## src/lpt_pkg.sv

```systemverilog
// Purpose: Shared constants and types of the panel timing generator
// Assumes: One pixel period spans two system clocks
// Notes:   Register indices; byte address is four times the index
package lpt_pkg;
	// Register indices
	localparam logic [5:0] IDX_PANEL  = 6'h10;
	localparam logic [5:0] IDX_HTOT   = 6'h12;
	localparam logic [5:0] IDX_HACT   = 6'h14;
	localparam logic [5:0] IDX_HORIZ_ACTIVE_START_L = 6'h16;
	localparam logic [5:0] IDX_HORIZ_ACTIVE_START_H = 6'h17;
	localparam logic [5:0] IDX_VTOT_L = 6'h18;
	localparam logic [5:0] IDX_VTOT_H = 6'h19;
	localparam logic [5:0] IDX_VACT_L = 6'h1c;
	localparam logic [5:0] IDX_VACT_H = 6'h1d;
	localparam logic [5:0] IDX_VERT_ACTIVE_START_L = 6'h1e;
	localparam logic [5:0] IDX_VERT_ACTIVE_START_H = 6'h1f;
	localparam logic [5:0] IDX_HPW    = 6'h20;
	localparam logic [5:0] IDX_HPS_L  = 6'h22;
	localparam logic [5:0] IDX_HPS_H  = 6'h23;
	localparam logic [5:0] IDX_VPW    = 6'h24;
	localparam logic [5:0] IDX_VPS_L  = 6'h26;
	localparam logic [5:0] IDX_VPS_H  = 6'h27;
	localparam logic [5:0] IDX_ST_LINE = 6'h28;
	localparam logic [5:0] IDX_ST_VB2  = 6'h29;
	localparam int unsigned NUM_IDX    = 42;
	// Fields and reset values
	localparam logic [7:0]  CFG_RESET   = 8'h00;
	localparam logic [1:0]  PT_TFT      = 2'b01;
	localparam int unsigned PT_WIDE_BIT = 4;
	localparam int unsigned POL_BIT     = 7;
	// Timing offsets, in pixels or lines
	localparam logic [10:0] H_ONE     = 11'h001;
	localparam int unsigned H_SHIFT   = 3;
	localparam logic [10:0] HORIZ_ACTIVE_START_OFS  = 11'h005;
	localparam logic [10:0] BIAS_HCNT = 11'h001;
	localparam logic [10:0] SC16_PER  = 11'h005;
	localparam logic [10:0] SC16_HIGH = 11'h003;
	localparam logic [10:0] DE_MAX    = 11'h0fa;
	typedef enum logic [0:0] {
		BUS_IDLE = 1'b0,
		BUS_ACK  = 1'b1
	} lpt_bus_state_t;
	typedef struct packed {
		logic [7:0]  address;
		logic        read;
		logic        write;
		logic [31:0] writedata;
	} lpt_avs_req_t;
	typedef struct packed {
		logic        frame_pulse;
		logic        line_pulse;
		logic        shift_clock;
		logic        ac_bias_toggle;
		logic        display_enable_strobe;
		logic [15:0] panel_data_bus;
	} lpt_panel_t;
endpackage : lpt_pkg

```

## src/lpt_timing_gen.sv

```systemverilog
// Purpose: Panel frame, line, shift, enable and bias timing generator
// Assumes: clk is twice the pixel rate; pixel_in is on clk
// Notes:   Registers over Avalon-MM with one wait state
//
// Operation
// Vertical display equals active field plus one
// Vertical total equals total field plus one
// Horizontal total is field plus one, times eight
// Horizontal display is field plus one, times eight
// Software keeps TFT display width eight-pixel multiples
// Line pulse starts at field plus one
// Line pulse width is field plus one
// Horizontal display starts at field plus five
// Frame pulse starts at field, no offset
// Frame pulse width is field plus one lines
// Vertical display starts at field directly
// Panel type 01 selects TFT interface
// Line polarity bit zero means active low
// Frame polarity bit zero means active low
// TFT frame pulse leads line pulse by start
// TFT enable follows line by start difference
// TFT line repeats per total; enable ends early
// TFT shift clock one pixel, data mid-cycle
// TFT second blank part is start difference
// Format-two shift period two pixels
// Sixteen-bit shift period five, phases two+
// Passive frame precedes line; bias toggles early
// Passive last shift edge before line rise
// Passive first shift edge after line fall
// Pixel and line counters wrap at totals
//
// Design decision made here: the Avalon-MM slave port.
`timescale 1ns/1ns
`default_nettype none
module lpt_timing_gen (
	input  wire logic                 clk,
	input  wire logic                 rst,
	input  wire lpt_pkg::lpt_avs_req_t avs_req,
	output var  logic [31:0]          avs_readdata,
	output var  logic                 avs_waitrequest,
	input  wire logic [15:0]          pixel_in,
	output var  logic                 pixel_take,
	output var  lpt_pkg::lpt_panel_t  panel
);
	import lpt_pkg::*;

	// Full modulo; software may load starts far past the total
	function automatic logic [10:0] wrapm(input logic [10:0] a, input logic [10:0] tot);
		return 11'(a % tot);
	endfunction : wrapm

	// Distance from start to pos, modulo tot
	function automatic logic [10:0] offs(input logic [10:0] pos, input logic [10:0] start,
			input logic [10:0] tot);
		logic [10:0] s;
		logic [10:0] p;
		s = wrapm(start, tot);
		p = wrapm(pos, tot);
		return (p >= s) ? 11'(p - s) : 11'(p + tot - s);
	endfunction : offs

	function automatic logic mapped(input logic [5:0] i);
		return (i == IDX_PANEL) || (i == IDX_HTOT) || (i == IDX_HACT)
			|| (i >= IDX_HORIZ_ACTIVE_START_L && i <= IDX_VTOT_H)
			|| (i >= IDX_VACT_L && i <= IDX_HPW)
			|| (i == IDX_HPS_L) || (i == IDX_HPS_H) || (i == IDX_VPW)
			|| (i == IDX_VPS_L) || (i == IDX_VPS_H);
	endfunction : mapped

	logic [7:0]     cfg [NUM_IDX];
	lpt_bus_state_t state_reg;
	logic           wait_reg;
	logic [31:0]    rdata_reg;
	logic           ph_reg;
	logic [10:0]    hcnt_reg;
	logic [10:0]    hcnt_next;
	logic [10:0]    vcnt_reg;
	logic [10:0]    vcnt_next;
	lpt_panel_t     pan_reg;
	lpt_panel_t     pan_next;
	logic           take_reg;

	// Bus decode
	wire       req     = avs_req.read || avs_req.write;
	wire [5:0] idx     = avs_req.address[7:2];
	wire       commit  = (state_reg == BUS_ACK) && avs_req.write && mapped(idx);

	// Timing fields
	wire [10:0] ht   = 11'((11'(cfg[IDX_HTOT][6:0]) + H_ONE) << H_SHIFT);
	wire [10:0] horiz_active_width  = 11'((11'(cfg[IDX_HACT][6:0]) + H_ONE) << H_SHIFT);
	wire [10:0] line_pulse_start  = 11'(11'({cfg[IDX_HPS_H][1:0], cfg[IDX_HPS_L]}) + H_ONE);
	wire [10:0] line_pulse_width  = 11'(11'(cfg[IDX_HPW][6:0]) + H_ONE);
	wire [10:0] horiz_active_start = 11'(11'({cfg[IDX_HORIZ_ACTIVE_START_H][1:0], cfg[IDX_HORIZ_ACTIVE_START_L]}) + HORIZ_ACTIVE_START_OFS);
	wire [10:0] vt   = 11'(11'({cfg[IDX_VTOT_H][1:0], cfg[IDX_VTOT_L]}) + H_ONE);
	wire [10:0] vert_active_lines  = 11'(11'({cfg[IDX_VACT_H][1:0], cfg[IDX_VACT_L]}) + H_ONE);
	wire [10:0] frame_pulse_start  = 11'({cfg[IDX_VPS_H][1:0], cfg[IDX_VPS_L]});
	wire [10:0] frame_pulse_width  = 11'(11'(cfg[IDX_VPW][2:0]) + H_ONE);
	wire [10:0] vert_active_start = 11'({cfg[IDX_VERT_ACTIVE_START_H][1:0], cfg[IDX_VERT_ACTIVE_START_L]});
	wire        is_tft   = cfg[IDX_PANEL][1:0] == PT_TFT;
	wire        wide     = cfg[IDX_PANEL][PT_WIDE_BIT];
	wire        line_pol = cfg[IDX_VPW][POL_BIT];
	wire        frm_pol  = cfg[IDX_HPW][POL_BIT];

	// Second blank part, shown in status
	wire [10:0] vblank2 = offs(vert_active_start, frame_pulse_start, vt);

	// Counters; tick ends a pixel
	wire        tick  = ph_reg;
	wire        hlast = hcnt_reg >= 11'(ht - H_ONE);
	wire        vlast = vcnt_reg >= 11'(vt - H_ONE);
	assign hcnt_next = !tick ? hcnt_reg : (hlast ? 11'h000 : 11'(hcnt_reg + H_ONE));
	assign vcnt_next = !(tick && hlast) ? vcnt_reg
		: (vlast ? 11'h000 : 11'(vcnt_reg + H_ONE));

	// Windows of the current pixel
	wire [10:0] hoff     = offs(hcnt_reg, horiz_active_start, ht);
	wire [10:0] p5       = 11'(hoff % SC16_PER);
	wire        hde      = hoff < horiz_active_width;
	wire        vde      = offs(vcnt_reg, vert_active_start, vt) < vert_active_lines;
	wire        de       = hde && vde;
	wire        line_act = offs(hcnt_reg, line_pulse_start, ht) < line_pulse_width;
	wire        frm_tft  = offs(vcnt_reg, frame_pulse_start, vt) < frame_pulse_width;
	wire        frm_pas  = vcnt_reg == wrapm(frame_pulse_start, vt);
	wire        frm_act  = is_tft ? frm_tft : frm_pas;
	// Passive shift phases from display start
	wire        sc_f2    = de && !hoff[0];
	wire        sc_16    = de && (p5 < SC16_HIGH);
	wire        sc_pas   = wide ? sc_16 : sc_f2;
	wire        load_f2  = de && !hoff[0];
	wire        load_16  = de && (p5 == SC16_HIGH);
	wire        load     = is_tft ? de : (wide ? load_16 : load_f2);
	wire        bias_hit = !is_tft && (hcnt_reg == BIAS_HCNT);
	wire        upd      = !ph_reg;

	// Outputs other than the TFT shift clock refresh half a pixel after the counters move
	always_comb begin
		pan_next = pan_reg;
		pan_next.shift_clock = is_tft ? !ph_reg : pan_reg.shift_clock;
		if (upd) begin
			pan_next.line_pulse  = line_pol ? line_act : !line_act;
			pan_next.frame_pulse = frm_pol ? frm_act : !frm_act;
			pan_next.display_enable_strobe = is_tft && de;
			if (!is_tft) begin
				pan_next.shift_clock = sc_pas;
			end
			if (bias_hit) begin
				pan_next.ac_bias_toggle = !pan_reg.ac_bias_toggle;
			end
			if (load) begin
				pan_next.panel_data_bus = wide || is_tft ? pixel_in
					: {8'h00, pixel_in[7:0]};
			end
		end
	end

	always_ff @(posedge clk) begin
		if (rst) begin
			ph_reg   <= 1'b0;
			hcnt_reg <= 11'h000;
			vcnt_reg <= 11'h000;
			pan_reg  <= '0;
			take_reg <= 1'b0;
		end else begin
			ph_reg   <= !ph_reg;
			hcnt_reg <= hcnt_next;
			vcnt_reg <= vcnt_next;
			pan_reg  <= pan_next;
			take_reg <= upd && load;
		end
	end

	// Register file; unmapped bytes never change
	always_ff @(posedge clk) begin
		if (rst) begin
			for (int i = 0; i < NUM_IDX; i++) begin
				cfg[i] <= CFG_RESET;
			end
		end else if (commit) begin
			cfg[idx] <= avs_req.writedata[7:0];
		end
	end

	// Read mux; line and second-blank status bytes read live, other unmapped reads return zero
	wire [7:0] rd_byte = (idx == IDX_ST_LINE) ? vcnt_reg[7:0]
		: (idx == IDX_ST_VB2) ? vblank2[7:0]
		: (idx < 6'(NUM_IDX) && mapped(idx)) ? cfg[idx] : 8'h00;

	// One wait state: answer on the second edge of every request
	always_ff @(posedge clk) begin
		if (rst) begin
			state_reg <= BUS_IDLE;
			wait_reg  <= 1'b1;
			rdata_reg <= 32'h0000_0000;
		end else begin
			case (state_reg)
				BUS_IDLE: begin
					if (req) begin
						state_reg <= BUS_ACK;
						wait_reg  <= 1'b0;
						rdata_reg <= {24'h000000, rd_byte};
					end
				end
				BUS_ACK: begin
					state_reg <= BUS_IDLE;
					wait_reg  <= 1'b1;
				end
				default: begin
					state_reg <= BUS_IDLE;
					wait_reg  <= 1'b1;
				end
			endcase
		end
	end

	assign avs_readdata    = rdata_reg;
	assign avs_waitrequest = wait_reg;
	assign pixel_take      = take_reg;
	assign panel           = pan_reg;
endmodule : lpt_timing_gen
`default_nettype wire

```

## config.mk

```make
export PLATFORM = sky130hd
export DESIGN_NAME = lpt_timing_gen
export DESIGN_NICKNAME = d
export VERILOG_FILES = /design/src/lpt_pkg.sv /design/src/lpt_timing_gen.sv
export SDC_FILE = /design/constraint.sdc
export NUM_CORES = 2
export LEC_CHECK = 0
export BUFFER_PORTS_ARGS = -buffer_cell sky130_fd_sc_hd__buf_2
export CAP_MARGIN = 10
export CORE_UTILIZATION = 65
export CTS_CLUSTER_DIAMETER = 80
export DETAILED_ROUTE_END_ITERATION = 8
export PLACE_DENSITY = 0.86
export SLEW_MARGIN = 20
export SYNTH_ARGS = -nofsm -noshare
export SYNTH_HDL_FRONTEND = slang
export SYNTH_SLANG_ARGS = --single-unit
```

## constraint.sdc

```tcl
create_clock -name clk -period 46.8 [get_ports clk]
set_input_delay 7.02 -clock clk [delete_from_list [all_inputs] [get_ports clk]]
set_output_delay 7.02 -clock clk [all_outputs]
set_load 0.005 [all_outputs]
```

==> impl_metrics.json <==
{
  "clk_pin_slew_ns": 0.07,
  "synth_edf_count": 364,
  "critPathKind": "register to register",
  "grt_max_degree": 82,
  "post_drt_wl_per_cell_um": 20.7,
  "syn_area_sq_um": 40400,
  "status": "complete, no violations",
  "grt_use_met3_pct": 5.08,
  "dp_hpwl_mm": 80.3,
  "cts_tree": "yes",
  "syn_to_final_growth_pct": 8.25,
  "clock.fmax_mhz": 32.1,
  "synth-seq-area-share_pct": 29.8,
  "postCtsHoldBufs": 0,
  "cp_top_family": "compound AO/OA/AOI/OAI gates",
  "grt_busiest_layer": "met2",
  "core-area_sq_um": 61600,
  "worstPathMaxFanout": 39,
  "avgSynthCellArea_sq_um": 9.61,
  "cts_setup_buffers": 0,
  "place.gp.congestion": 0.974,
  "top_register": "cfg",
  "placed_area_sq_um": 42300,
  "gr-total-overflow": 0,
  "diodes": 0,
  "port_buffers": 64,
  "slowest_stage": "a221oi_4",
  "finalNetCount": 4990,
  "cts_resized": 0,
  "die_x_um": 251,
  "cts.sinks": 419,
  "drive_above_1_share_pct": 11.5,
  "synth_top_flop_cell": "edfxtp_1",
  "num_rows": 91,
  "initial_core_util_pct": 65.6,
  "rr_worst_depth": 131,
  "grt_setup_unrepaired": "no",
  "r2r_end": "panel[14]",
  "ios": 115,
  "path_common_cell": "o21a_1",
  "final_common_cell": "ha_1",
  "worstSetupEndpoint": "panel[14]",
  "drt_iter0_markers": 3551,
  "dr.pass1.iters": 7,
  "clock_skew_ns": 0.0287,
  "layout_common_cells": "490 x ha_1, 364 x edfxtp_1, 310 x nor2_1",
  "largest_reg_flops": 364,
  "grt_use_total_pct": 34.3,
  "yosys_warnings": 0,
  "crit_required_ns": 47.32,
  "setup_viol": 0,
  "max-cap-violations": 0,
  "htree_num_levels": 2,
  "clock_latency_ns": 0.60,
  "hold_start": "panel[13]",
  "setup_ws_ns": 15.63,
  "vias_per_cell": 6.40,
  "grt_pass1_wl_mm": 171,
  "cp_data_arrival_time_ns": 31.69,
  "tightestPinTransition_ns": 1.14,
  "r2r_start": "cfg[24][0]",
  "pre_cts_ws_ns": 16.37,
  "ys_async_sr_fraction_pct": 0,
  "cts_buffers": 44,
  "finalSetupTns_ns": 0,
  "grt_pass1_vias": 32500,
  "path_buf_inv": 4,
  "drt_wl_total_mm": 110,
  "clockBufferDepth": 3,
  "gr-usage-met1_pct": 44.2,
  "drtAntennaViolNets": 0,
  "finalHoldViolCount": 0,
  "slew_headroom_pct": 24.1,
  "grt_antenna_before_repair": 2,
  "fillCellCount": 4383,
  "fin_crit_sh_pct": 66.6,
  "fin_crit_ns": 31.17,
  "dieArea_sq_um": 63100,
  "min_path_type": "register to register",
  "cts_root_buf": "clkbuf_16",
  "netlist_instances": 4205,
  "ys_seq_elements": 419,
  "synthDistinctLibCells": 120,
  "num_vias": 33900,
  "gr-usage-met2_pct": 57.5,
  "drc_errors": 0,
  "dieHeight_um": 251,
  "crit_start": "cfg[24][0]",
  "fin_area_sq_um": 43700,
  "rrSetupSlack_ns": 15.63,
  "slew_violations": 0,
  "critPathMaxStageDelay_ns": 0.95,
  "end_kind": "register",
  "critPathLaunchType": "register",
  "path_depth": 131
}
-- stage by stage --
step | std cells | hold slack [ns] | utilization [%]
after floorplan | 4456 | 0.451 | -
after global placement | 5212 | 0.456 | 68.6
after detailed placement | 5212 | 0.466 | 68.6
after CTS | 5294 | 0.471 | 71.0
after global routing | 5294 | 0.488 | 71.0
final | 5294 | 0.469 | 71.0
-- metal layers --
metal / up-vias / share of wire [%]
met5: - / 0.025
met2: 1655 / 47
met3: 361 / 9.2
met4: 4 / 4.7
li1: 15900 / -
met1: 16000 / 39
-- cells by family after synthesis --
logic type | count (synthesis) | synth area share, %
and+or+nand+nor | 1310 | 16.4
AOI/OAI and AO/OA | 1021 | 16.8
adders and majority gates | 510 | 16.1
DFF | 419 | 29.8
buffers and inverters | 388 | 3.93
muxes | 288 | 11.0
xor gates and xnor gates | 268 | 5.91
other | 1 | 0.00928
-- cells in the mapped netlist (all sizes together), types with 29 or more instances --
cell    count  share of area (%)
or3        29               0.46
or2        39               0.61
buf        50               0.79
inv       196                1.8
nor2      314                2.9
ha        490                 15
a21oi     241                3.0
a21o       80                1.5
mux4      111                6.2
o21a      164                3.0
nand3      73               0.90
nand4      56               0.87
nand2     245                2.3
edfxtp    364                 27
clkbuf    141                1.3
o31ai      51               0.96
xnor2     179                4.0
a211oi     34               0.68
mux2i      46                1.1
dfxtp      55                2.7
nor2b      54               0.84
and2      158                2.4
xor2       89                1.9
mux2      131                3.7
nand2b     84                1.3
o21ai     227                2.8
nor3      171                2.2
-- worst register-to-register path: cells and delay by family, from the launching register on --
| kind | cells | cell delay (ns) |
|---|---|---|
| compound gates | 81 | 18.68 |
| xor+xnor | 4 | 0.71 |
| fa+ha+maj | 14 | 4.69 |
| buf+inv | 4 | 1.02 |
| flops | 1 | 0.36 |
| mux | 3 | 1.15 |
| simple gates | 25 | 4.54 |
-- final cells by class --
class                           count  area [sq um]  area share [%]
Clock buffer                       59          1200            2.74
Clock inverter                     23           256           0.587
Inverter                          197           739            1.69
Multi-Input combinational cell   3649         27800            63.5
Sequential cell                   419         12000            27.5
Tap cell                          837          1050            2.39
Timing Repair Buffer              110           681            1.56
-- how the worst min path moves through the flow --
stage,end,cells past startpoint
after floorplan,state_reg,1
after global placement,panel[7],2
after detailed placement,panel[12],2
after CTS,panel[13],2
after global routing,panel[13],2
final,panel[13],2
Power is left out: the tool's default activity adds up to more than one toggle a clock period on the data nets, which glitch-free logic cannot reach.
